===== src/uil_defines.svh =====
`ifndef UIL_DEFINES_SVH
`define UIL_DEFINES_SVH

// Register byte addresses on the APB
`define UIL_ADDR_IER      32'hE0010004
`define UIL_ADDR_IIR      32'hE0010008

// Enable register field positions
`define UIL_IER_RDA       0
`define UIL_IER_TX_HOLDING_EMPTY      1
`define UIL_IER_RLS       2
`define UIL_IER_MSR       3

// Reset values
`define UIL_IER_RST       4'h0
`define UIL_IIR_RST       8'h01

// Receive trigger levels in characters, indexed by trigger select
`define UIL_TRIG_L0       5'h01
`define UIL_TRIG_L1       5'h04
`define UIL_TRIG_L2       5'h08
`define UIL_TRIG_L3       5'h0E

// Character time-out terms, counted in receive sample ticks
`define UIL_WL_BASE       4'h5
`define UIL_CTI_MUL       10'h007
`define UIL_CTI_SUB       10'h002
`define UIL_CTI_ADD       10'h001

`endif


===== src/uil_pkg.sv =====
package uil_pkg;

    // Identification codes, bits 3:1 of the identification register
    typedef enum logic [2:0] {
        IID_RLS   = 3'b011,
        IID_RDA   = 3'b010,
        IID_CTI   = 3'b110,
        IID_TX_HOLDING_EMPTY  = 3'b001,
        IID_MODEM = 3'b000
    } uil_iid_t;

endpackage


===== src/uil_timeout.sv =====
`timescale 1ns/1ps
`include "uil_defines.svh"

module uil_timeout (
    // Clock and reset
    input  wire logic       clk,
    input  wire logic       rst,
    // Receive FIFO side
    input  wire logic       sample_tick,
    input  wire logic       activity,
    input  wire logic       armed,
    input  wire logic [9:0] limit,
    // Time-out flag
    output logic            expired
);

    logic [9:0] count_q;
    logic [9:0] count_d;
    logic       flag_q;
    logic       flag_d;
    logic       hit;

    // Idle counter restarts on any FIFO activity or an empty FIFO
    always_comb begin
        hit     = armed & sample_tick & ~flag_q & ((count_q + 10'h001) >= limit);
        count_d = count_q;
        if (activity || !armed) begin
            count_d = 10'h000;
        end else if (sample_tick && !flag_q) begin
            count_d = count_q + 10'h001;
        end
        // Expiry in the same cycle as activity still sets the flag
        flag_d = hit | (flag_q & ~activity & armed); // see RQ16
    end

    always_ff @(posedge clk) begin
        if (rst) begin
            count_q <= 10'h000;
            flag_q  <= 1'b0;
        end else begin
            count_q <= count_d;
            flag_q  <= flag_d;
        end
    end

    assign expired = flag_q;

endmodule


===== src/uil_top.sv =====
`timescale 1ns/1ps
`include "uil_defines.svh"

// Summary of operation
// RQ1 - Enable bit 0 gates both data-available and character time-out interrupts.
// RQ2 - Enable bit 1 gates transmit-empty; empty status stays in line status bit 5.
// RQ3 - Enable bit 2 gates line status interrupt; errors show in line status 4:1.
// RQ4 - Enable bit 3 gates modem interrupt; change flags show in modem status 3:0.
// RQ5 - Software writes no ones to reserved bits; their read value is undefined.
// RQ6 - Identification bit 0 is low while any enabled interrupt pends; resets high.
// RQ7 - Bits 3:1 give the top pending source: 011, 010, 110, 001, 000.
// RQ8 - Identification bits 7:6 both mirror the FIFO enable bit; reset to zero.
// RQ9 - Interrupt state freezes during identification reads; new events show next read.
// RQ10 - Service software reads identification to clear the interrupt before returning.
// RQ11 - Line status interrupt is highest; set on overrun, parity, framing or break.
// RQ12 - Line status interrupt clears when software reads the line status register.
// RQ13 - Data-available and time-out share second priority, above transmit empty.
// RQ14 - Data-available asserts at the FIFO trigger level, drops below it.
// RQ15 - Time-out asserts with data in FIFO and no activity for the delay.
// RQ16 - Any receive FIFO read or write clears the character time-out interrupt.
// RQ17 - Transmit-empty clears on holding write or identification read while topmost.
// RQ18 - Modem interrupt sets on input changes or ring rise; status read clears.
// RQ19 - Time-out delay is ((word length*7-2)*8 + (trigger-count)*8+1) sample ticks.
// RQ20 - Interrupt request output is high whenever any enabled source is pending.

module uil_top (
    // Clock and reset
    input  wire logic        clk,
    input  wire logic        rst,
    // APB slave
    input  wire logic        psel,
    input  wire logic        penable,
    input  wire logic        pwrite,
    input  wire logic [31:0] paddr,
    input  wire logic [31:0] pwdata,
    output logic      [31:0] prdata,
    output logic             pready,
    output logic             pslverr,
    // Configuration from the rest of the UART
    input  wire logic        fifo_enable,
    input  wire logic [1:0]  rx_trigger,
    input  wire logic [1:0]  word_len_sel,
    input  wire logic        divisor_access_bit,
    // Receive side status and strobes
    input  wire logic [4:0]  rx_fifo_level,
    input  wire logic        rx_fifo_read,
    input  wire logic        rx_fifo_write,
    input  wire logic        line_err_event,
    input  wire logic        lsr_read,
    input  wire logic        sample_tick,
    // Transmit side status and strobes
    input  wire logic        tx_holding_empty,
    input  wire logic        thr_write,
    // Modem side strobes
    input  wire logic        modem_change,
    input  wire logic        msr_read,
    // Interrupt request
    output logic             irq
);

    // Bus registers
    logic [31:0] prdata_q;
    logic [31:0] prdata_d;
    logic        pready_q;
    logic        pready_d;
    logic        pslverr_q;
    logic        pslverr_d;
    logic [3:0]  ier_q;
    logic [3:0]  ier_d;

    // Source flags
    logic        rls_q;
    logic        rls_d;
    logic        tx_holding_empty_q;
    logic        tx_holding_empty_d;
    logic        tx_holding_empty_prev_q;
    logic        tx_holding_empty_prev_d;
    logic        modem_q;
    logic        modem_d;

    // Identification state
    logic [7:0]  iir_q;
    logic [7:0]  iir_d;
    logic        irq_q;
    logic        irq_d;

    // Decode and priority terms
    logic        acc_setup;
    logic        acc_done;
    logic        sel_ier;
    logic        sel_iir;
    logic        iir_busy;
    logic        iir_done;
    logic [4:0]  trig_level;
    logic        rda_level;
    logic        cti_flag;
    logic        cti_armed;
    logic        rx_activity;
    logic        p_rls;
    logic        p_rda;
    logic        p_cti;
    logic        p_tx_holding_empty;
    logic        p_modem;
    logic        any_pending;
    uil_pkg::uil_iid_t iid;

    // Time-out delay terms
    logic [3:0]  word_len;
    logic [4:0]  trig_gap;
    logic [9:0]  cti_base;
    logic [9:0]  cti_limit;

    // Address decode; the enable register hides behind the divisor latch
    // Freeze window spans setup and access, so the code latched in setup
    // is the one the completing edge acts on
    always_comb begin
        acc_setup = psel & ~penable;
        acc_done  = psel & penable & pready_q;
        sel_ier   = (paddr == `UIL_ADDR_IER) & ~divisor_access_bit;
        sel_iir   = (paddr == `UIL_ADDR_IIR);
        iir_busy  = psel & sel_iir & ~pwrite;
        iir_done  = acc_done & sel_iir & ~pwrite;
    end

    // Trigger level from the FIFO control select
    // Without FIFOs the select is ignored by the level source below
    always_comb begin
        if (rx_trigger == 2'b00) begin
            trig_level = `UIL_TRIG_L0;
        end else if (rx_trigger == 2'b01) begin
            trig_level = `UIL_TRIG_L1;
        end else if (rx_trigger == 2'b10) begin
            trig_level = `UIL_TRIG_L2;
        end else begin
            trig_level = `UIL_TRIG_L3;
        end
    end

    // Time-out delay; a FIFO above trigger adds no gap term
    // Worst case, eight-bit words, trigger 14 and one character, needs
    // 537 ticks, which still fits the ten-bit limit
    always_comb begin
        word_len  = {2'b00, word_len_sel} + `UIL_WL_BASE;
        trig_gap  = (trig_level > rx_fifo_level) ? (trig_level - rx_fifo_level) : 5'h00;
        cti_base  = ({6'h00, word_len} * `UIL_CTI_MUL - `UIL_CTI_SUB) << 3; // see RQ19
        cti_limit = cti_base + {2'b00, trig_gap, 3'b000} + `UIL_CTI_ADD; // see RQ19
    end

    // Receive FIFO activity restarts and clears the time-out
    // A FIFO drained to empty disarms the timer and restarts its count
    always_comb begin
        rx_activity = rx_fifo_read | rx_fifo_write; // see RQ16
        cti_armed   = fifo_enable & (rx_fifo_level != 5'h00); // see RQ15
    end

    // Idle timer for the character time-out
    uil_timeout u_timeout (
        .clk         (clk),
        .rst         (rst),
        .sample_tick (sample_tick),
        .activity    (rx_activity),
        .armed       (cti_armed),
        .limit       (cti_limit),
        .expired     (cti_flag)
    );

    // Level source; without FIFOs one character is the trigger
    // Follows the count directly, so only draining the FIFO clears it
    always_comb begin
        if (fifo_enable) begin
            rda_level = (rx_fifo_level >= trig_level); // see RQ14
        end else begin
            rda_level = (rx_fifo_level != 5'h00);
        end
    end

    // Sticky sources; a set in the clearing cycle wins
    // so an event racing its own clear is never lost
    always_comb begin
        tx_holding_empty_prev_d = tx_holding_empty;
        rls_d       = line_err_event | (rls_q & ~lsr_read); // see RQ11 see RQ12
        modem_d     = modem_change | (modem_q & ~msr_read); // see RQ18
        tx_holding_empty_d      = tx_holding_empty_q;
        // Clear on holding write, or on a read that reported it
        if (thr_write || (iir_done && !iir_q[0] && iir_q[3:1] == uil_pkg::IID_TX_HOLDING_EMPTY)) begin
            tx_holding_empty_d = 1'b0; // see RQ17
        end
        // Empty edge from the transmitter, which shows it in line status too
        if (tx_holding_empty && !tx_holding_empty_prev_q) begin
            tx_holding_empty_d = 1'b1; // see RQ2
        end
    end

    // Gate each source by its enable bit
    // Enables only mask reporting; the flags underneath keep their state
    always_comb begin
        p_rls       = rls_q & ier_q[`UIL_IER_RLS]; // see RQ3
        p_rda       = rda_level & ier_q[`UIL_IER_RDA]; // see RQ1
        p_cti       = cti_flag & ier_q[`UIL_IER_RDA]; // see RQ1
        p_tx_holding_empty      = tx_holding_empty_q & ier_q[`UIL_IER_TX_HOLDING_EMPTY]; // see RQ2
        p_modem     = modem_q & ier_q[`UIL_IER_MSR]; // see RQ4
        any_pending = p_rls | p_rda | p_cti | p_tx_holding_empty | p_modem;
    end

    // Fixed priority encoder
    // Time-out sits below data-available on the shared level; both clear
    // through the FIFO, so the order only decides what is reported
    always_comb begin
        if (p_rls) begin
            iid = uil_pkg::IID_RLS; // see RQ11
        end else if (p_rda) begin
            iid = uil_pkg::IID_RDA; // see RQ13
        end else if (p_cti) begin
            iid = uil_pkg::IID_CTI; // see RQ13
        end else if (p_tx_holding_empty) begin
            iid = uil_pkg::IID_TX_HOLDING_EMPTY;
        end else begin
            iid = uil_pkg::IID_MODEM;
        end
    end

    // Snapshot held through a read so the reported code cannot change
    // under the processor; the sticky flags keep collecting meanwhile
    always_comb begin
        if (iir_busy) begin
            iir_d = iir_q; // see RQ9
            irq_d = irq_q; // see RQ9
        end else begin
            iir_d = {fifo_enable, fifo_enable, 2'b00, iid, ~any_pending}; // see RQ6 see RQ7 see RQ8
            irq_d = any_pending; // see RQ20
        end
    end

    // APB slave: data set up in the setup cycle, one access cycle
    always_comb begin
        pready_d  = acc_setup;
        prdata_d  = 32'h00000000;
        pslverr_d = 1'b0;
        ier_d     = ier_q;
        if (acc_setup) begin
            if (sel_ier) begin
                // Reserved upper bits read as zero
                prdata_d = {28'h0000000, ier_q};
            end else if (sel_iir) begin
                // Writes here belong to FIFO control and are ignored
                prdata_d = pwrite ? 32'h00000000 : {24'h000000, iir_q};
            end else begin
                pslverr_d = 1'b1;
            end
        end
        // Write lands at the completing edge only, never in setup
        // Only the four defined enable bits are stored
        if (acc_done && pwrite && sel_ier) begin
            ier_d = pwdata[3:0]; // see RQ1 see RQ2 see RQ3 see RQ4
        end
    end

    // Bus side registers; ready and read data stand for one cycle
    always_ff @(posedge clk) begin
        if (rst) begin
            prdata_q  <= 32'h00000000;
            pready_q  <= 1'b0;
            pslverr_q <= 1'b0;
            ier_q     <= `UIL_IER_RST;
        end else begin
            prdata_q  <= prdata_d;
            pready_q  <= pready_d;
            pslverr_q <= pslverr_d;
            ier_q     <= ier_d;
        end
    end

    // Sticky source flags and the empty-edge detector
    // Detector resets low, so a holding register already empty at
    // start-up raises one transmit-empty request after reset
    always_ff @(posedge clk) begin
        if (rst) begin
            rls_q       <= 1'b0;
            tx_holding_empty_q      <= 1'b0;
            tx_holding_empty_prev_q <= 1'b0;
            modem_q     <= 1'b0;
        end else begin
            rls_q       <= rls_d;
            tx_holding_empty_q      <= tx_holding_empty_d;
            tx_holding_empty_prev_q <= tx_holding_empty_prev_d;
            modem_q     <= modem_d;
        end
    end

    // Identification snapshot and request line
    always_ff @(posedge clk) begin
        if (rst) begin
            iir_q <= `UIL_IIR_RST;
            irq_q <= 1'b0;
        end else begin
            iir_q <= iir_d;
            irq_q <= irq_d;
        end
    end

    // Outputs straight from flops
    // irq and the pending bit share one snapshot, so they never disagree
    assign prdata  = prdata_q;
    assign pready  = pready_q;
    assign pslverr = pslverr_q;
    assign irq     = irq_q;

endmodule


===== config.mk =====
export PLATFORM = sky130hd
export DESIGN_NAME = uil_top
export DESIGN_NICKNAME = d
export VERILOG_FILES = /design/src/uil_pkg.sv /design/src/uil_timeout.sv /design/src/uil_top.sv
export VERILOG_INCLUDE_DIRS = /design/src
export SDC_FILE = /design/constraint.sdc
export NUM_CORES = 1
export LEC_CHECK = 0
export BUFFER_PORTS_ARGS = -buffer_cell sky130_fd_sc_hd__buf_4
export CAP_MARGIN = 10
export CELL_PAD_IN_SITES_DETAIL_PLACEMENT = 0
export CELL_PAD_IN_SITES_GLOBAL_PLACEMENT = 2
export CORE_MARGIN = 2
export CORE_UTILIZATION = 25
export DETAILED_ROUTE_END_ITERATION = 7
export PLACE_DENSITY = 0.91
export SKIP_CTS_REPAIR_TIMING = 1
export SYNTH_ARGS = -nofsm -noshare
export SYNTH_HDL_FRONTEND = slang
export SYNTH_HIERARCHICAL = 1
export SYNTH_SLANG_ARGS = --single-unit

===== constraint.sdc =====
create_clock -name clk -period 4.95 [get_ports clk]
set_clock_uncertainty 0.15 [all_clocks]
set_input_delay 0.2475 -clock clk [delete_from_list [all_inputs] [get_ports clk]]
set_output_delay 0.2475 -clock clk [all_outputs]
set_load 0.01 [all_outputs]

Yosys cells after proc, flatten, opt, wreduce, memory -nomap -nowiden

Cells that the tools add are included.

$add $sub $neg: 6
Multiply operators: 1
Divide/modulo/power cells: 0
Order comparisons: 3
Equal/unequal tests: 5
Shift-type cells: 0
Muxes and demuxes: 15
Bitwise logic cells: 39
Reductions and logical operators: 20

Operator list:

| operator                                                               | count |
|---|---|
| 32-bit equality test (second input constant)                           | 2 |
| 1-bit bitwise AND                                                      | 21 |
| 10-bit by 1-bit adder with 10-bit output (second input constant)       | 2 |
| 4-bit 2-to-1 mux                                                       | 5 |
| 3-bit 2-to-1 mux                                                       | 4 |
| 10-bit by 8-bit adder with 10-bit output                               | 1 |
| 10-bit >= comparator                                                   | 1 |
| 1-bit inverter                                                         | 10 |
| 1-bit OR                                                               | 8 |
| 4-bit by 3-bit multiplier with 7-bit output (second input constant)    | 1 |
| 7-bit by 2-bit subtractor with 7-bit output (second input constant)    | 1 |
| 1-bit logical AND                                                      | 6 |
| 5-bit >= comparator                                                    | 1 |
| 5-bit greater-than comparator                                          | 1 |
| 1-bit 2-to-1 mux                                                       | 5 |
| 5-bit 2-to-1 mux                                                       | 1 |
| 5-bit nonzero test                                                     | 1 |
| 5-bit OR reduction                                                     | 1 |
| 5-bit subtractor                                                       | 1 |
| 2-bit by 3-bit adder with 4-bit output (second input constant)         | 1 |
| 1-bit logical NOT                                                      | 4 |
| 2-bit OR reduction                                                     | 2 |
| 4-bit OR reduction                                                     | 1 |
| 3-bit by 1-bit equality test with 1-bit output (second input constant) | 1 |
| 6 further kinds                                                        | 7 |

Register bits: 56
Latch bits: 0
RAM bits: 0
Bits in read-only memories: 0
Bits of input ports: 89
Word-level logic and storage cells: 103
Memories kept: 0

Logic depth before layout (Yosys ltp)

Depth after elaboration: 12
Mapped depth: 20
Depth with buffers taken out: 20

By module

Netlist, hierarchy kept.

Modules (own cells, without submodules):

| module      | times used | cells each | area an instance (µm²) | sequential area each (µm²) |
|---|---|---|---|---|
| uil_top     | 1          | 196        | 1,662.8                | 420.4 |
| uil_timeout | 1          | 104        | 844.6                  | 220.2 |

Worst setup path after synthesis

No wires, ideal clock.

Path type: input to register
Start point: input rx_trigger[0]
End point: register u_timeout.flag_q, in the netlist u_timeout/expired
Arrival time: 3.431 ns
Setup slack: 1.300 ns
Cell stages on the path: 19
Cell sequence: and2_1 ha_1 nor2b_1 o31a_1 o21ai_0 nor2_1 ha_1 inv_1 fa_1 inv_1 a21oi_1 o21bai_1 a21oi_1 xor2_1 inv_1 ha_1 nand2_1 or4_1 o21ai_1

Cells in the longest elaborated chain, start to end: 11

RTL lines:

| item                                                              | line              | text |
|---|---|---|
| start, declared                                                   | uil_top.sv:41     | `input wire logic [1:0] rx_trigger,` |
| 2-bit equality test                                               | uil_top.sv:132    | `end else if (rx_trigger == 2'b10) begin` |
| 3-bit 2-to-1 mux                                                  | uil_top.sv:132    |  |
| 4-bit 2-to-1 mux                                                  | uil_top.sv:130    | `end else if (rx_trigger == 2'b01) begin` |
| 4-bit 2-to-1 mux (*)                                              | uil_top.sv:128    | `if (rx_trigger == 2'b00) begin` |
| 5-bit subtractor or 5-bit greater-than comparator (tied branches) | uil_top.sv:144    | `trig_gap = (trig_level > rx_fifo_level) ? (trig_level - rx_fifo_level) : 5'h00;` |
| 5-bit 2-to-1 mux (*)                                              | uil_top.sv:144    |  |
| 10-bit by 8-bit adder with 10-bit output (*)                      | uil_top.sv:146    | `` cti_limit = cti_base + {2'b00, trig_gap, 3'b000} + `UIL_CTI_ADD; `` |
| 10-bit by 1-bit adder with 10-bit output (no line) (*)            | -                 |  |
| named net cti_limit[9]                                            | uil_top.sv:111    | `logic [9:0] cti_limit;` |
| 10-bit >= comparator (*)                                          | uil_timeout.sv:25 | `hit = armed & sample_tick & ~flag_q & ((count_q + 10'h001) >= limit);` |
| 1-bit bitwise AND (*)                                             | uil_timeout.sv:25 |  |
| 1-bit OR (*)                                                      | uil_timeout.sv:33 | `flag_d = hit \| (flag_q & ~activity & armed);` |
| end signal, assigned                                              | uil_timeout.sv:42 | `flag_q <= flag_d;` |
| end, declared                                                     | uil_timeout.sv:19 | `logic flag_q;` |

The timed path passes the listed nets; every way through them passes the cells marked *.
A chain may end at the register's enable or synchronous reset.

Final worst setup path

Start point: input rx_trigger[1]
End point: register u_timeout.flag_q, in the netlist u_timeout/expired

Same word-level chain as after synthesis.

==> results.md <==
- Result of the run: complete, no violations
- Top flip-flop cell by instance count after synthesis: dfxtp_1
- Worst setup slack for register-to-register paths: 2.51 ns
- Flip-flop and latch count after synthesis: 32
- Type of the most critical hold path: in2reg
- Worst-Margin Slew: 0.7760 ns
- Post-route ant nets: 0
- Total Power Consumption: 598.3 uW
- Final cell area excluding filler cells: 3152 um^2
- Start point of the worst hold path: penable
- Number of standard cells after synthesis: 300
- CTS tree: yes
- Number of rows in the core area: 36
- Aggregate negative setup slack: 0 ns
- Worst Path Arrival: 3.98 ns
- Worst hold path depth: 2
- Area growth, synth to finish: 25.70%
- Worst-case hold slack: 0.01491 ns
- Detail-routed net length per standard cell: 10.90 um
- Buffers from clock root to sink, at most: 2
- Sum of overflow across all layers after global routing: 0
- FFs w/ async S/R, synth: 0%
- Half-perimeter wire length after detailed placement: 4.556 mm
- Wire length after detailed routing: 5.507 mm
- Effective utilization at floorplan: 25.65%
- Endpoint with the worst hold slack: pready$_SDFF_PP0_
- Placed Area: 3064 um^2
- Deepest level of the CTS H-tree: 2
- Total Die Area: 10,850 um^2
- Most frequent cell after synthesis: dfxtp_1
- Final worst path period need: 3.910 ns
- Maximum fanout along the worst path: 5
- Total placed cells including tap cells: 497
- Wire length of the first global-routing pass: 9.321 mm
- Sinks on the clock net: 32
- Netlist Area Pre-Place: 2507 um^2
- Post-Syn Area per Cell: 8.358 um^2
- Final Wtd Congestion: 0.8375
- Pwr Density: 189.8 nW/um^2
- Sequential element share of the synthesized area: 25.55%
- Kind of end point of the critical path: register
- Vias in the first global route: 2,125
- End of the worst register-to-register path: u_timeout/expired$_SDFF_PP0_
- Library cell used as clock root buffer: clkbuf_8
- Violation count after the first detailed-routing iteration: 43
- Global-route total usage across every layer: 10.16%
- Final period utilization: 79.00%
- Most frequent cells after synthesis: dfxtp_1 (32), inv_1 (28), buf_4 (27), nor2_1 (27), ha_1 (25)
- Setup violators final: 0
- Initial antenna violation count: 0
- Peak ir drop on the vdd network: 0.09035 mV
- Ant. Diodes: 0
- Worst Setup Path Type: in2reg
- Per-cell via count in the routed design: 4.337
- Most area-hungry cell type in the Yosys netlist: dfxtp_1
- Slew HR: 48.16%
- Layout filler cell count: 1,026
- Clk Latency, worst-skew pair: 0.28 ns
- Iteration count of the initial detailed-routing pass: 4
- Pin count of the biggest net entering global routing: 18
- Final core occ: 32.25%
- Number of input and output port buffers inserted: 69
- Number of flops mapped to enable cells by yosys: 0
- Static Leakage: 1.423 nW
- CTS clock-pin slew for the worst setup and hold paths: 0.07 ns
- Highest Clock Rate: 255.7 MHz
- Area used by multi-input combinational logic: 1634 um^2
- Count of distinct cell types in the synthesized netlist: 57
- Share of layout cells above drive strength 1: 24.73%
- Cell types occupying the most area after synthesis: dfxtp_1 (26%), ha_1 (12%), buf_4 (8.1%), inv_1 (4.2%), nor2_1 (4.0%)
- Critical path launch point type: input pin
- Total clock buffers created by CTS: 5
- Width of the die: 104.1 um
- Max-slew violations: 0
- Post-route insts no fill: 505
- Top-area cell type share of the netlist area: 25.55%
- RSZ-0062 raised after global routing: no
- Number of cell instances on the worst register-to-register path: 8
- Number of top-level pins: 124
- Yosys warns: 6
- Pre-CTS worst setup slack: 0.8077 ns
- Register cell area after layout: 640.6 um^2
- Remaining routing DRC violations: 0
- Final net count: 487
- Vias after detailed routing: 2,190
- Core area: 9774 um^2
- Required time reported for the critical path endpoint: 5.02 ns
- Worst Slack Setup Final: 1.040 ns
- Max-capacitance violation count: 0
- Source of the worst register-to-register timing path: u_timeout/count_q[0]$_SDFFE_PP0P_
- Vertical die dimension: 104.1 um
- Hold Fails Final Rpt: 0
-- flip-flops by register name, indices dropped and copies added (netlist names) --
signal / count
u_timeout/count_q: 10
iir_q: 5
prdata: 5
ier_q: 4
irq: 1
modem_q: 1
pready: 1
pslverr: 1
rls_q: 1
tx_holding_empty_prev_q: 1
tx_holding_empty_q: 1
u_timeout/expired: 1
-- where the power goes --
| part | switching [mW] | total [mW] | internal (mW) |
|---|---|---|---|
| sequential | 0.00180 | 0.262 | 0.261 |
| clock | 0.101 | 0.199 | 0.0979 |
| combinational | 0.0688 | 0.137 | 0.0684 |
| total | 0.171 | 0.598 | 0.427 |
-- layout by cell type, fill, tap and decap left out, types with 10 or more instances in the layout --
cell type / synthesis / routed
nand2_1: 15 / 15
a21oi_1: 19 / 19
o21ai_0: 10 / 10
xor2_1: 10 / 10
xnor2_1: 10 / 10
nor2_1: 27 / 27
conb_1: 2 / 29
ha_1: 25 / 25
inv_1: 28 / 28
dfxtp_1: 32 / 32
buf_4: 27 / 69
-- area by class of cell --
cell class	count	area share, %
multi-input combinational	235	51.85
sequential	32	20.33
timing repair buffer	69	16.44
tap	133	5.280
inverter	28	3.335
clock buffer	5	2.183
clock inverter	3	0.5955
-- per-layer routing --
metal | share of wire [%] | wire [um] | vias up | GRT usage, %
met4 | 0.62 | 34 | 0 | 2.124
met3 | 6.8 | 373 | 4 | 3.133
met5 | 0 | 0 | - | 0
met2 | 48 | 2636 | 71 | 18.19
li1 | - | - | 1116 | -
met1 | 45 | 2461 | 999 | 11.90
-- how the worst max path moves through the flow --
stage	start	endpoint	slack, ns	cells past startpoint
after CTS	rx_trigger[1]	u_timeout/expired$_SDFF_PP0_	1.07	19
final	rx_trigger[1]	u_timeout/expired$_SDFF_PP0_	1.04	19
after floorplan	rx_trigger[0]	u_timeout/expired$_SDFF_PP0_	1.30	19
after detailed placement	rx_trigger[1]	u_timeout/expired$_SDFF_PP0_	0.81	19
after global routing	rx_trigger[1]	u_timeout/expired$_SDFF_PP0_	0.74	19
after global placement	rx_trigger[1]	u_timeout/expired$_SDFF_PP0_	0.77	19
-- cells by family after synthesis --
family / after synthesis / synth area share, %
XOR/XNOR: 20 / 6.986
buffers and inverters: 60 / 13.32
flip-flops: 32 / 25.55
AND/OR/NAND/NOR: 101 / 23.80
multiplexers: 5 / 1.996
adder cells (fa/ha/maj): 27 / 14.07
other: 2 / 0.2995
AO/OA/AOI/OAI: 53 / 13.97
-- critical path, stage by stage --
cell and delay (ns):
buf_4 0.12, or2_2 0.29, ha_1 0.30, a41oi_1 0.30
o21ai_0 0.31, nor2_1 0.20, ha_1 0.20, inv_1 0.06
fa_1 0.40, inv_1 0.07, a21oi_1 0.05, o21bai_1 0.19
a21oi_1 0.11, xor2_1 0.15, inv_1 0.05, ha_1 0.28
nand2_1 0.06, or4_1 0.46, o21ai_1 0.12
Power figures use the tool's default switching activity.
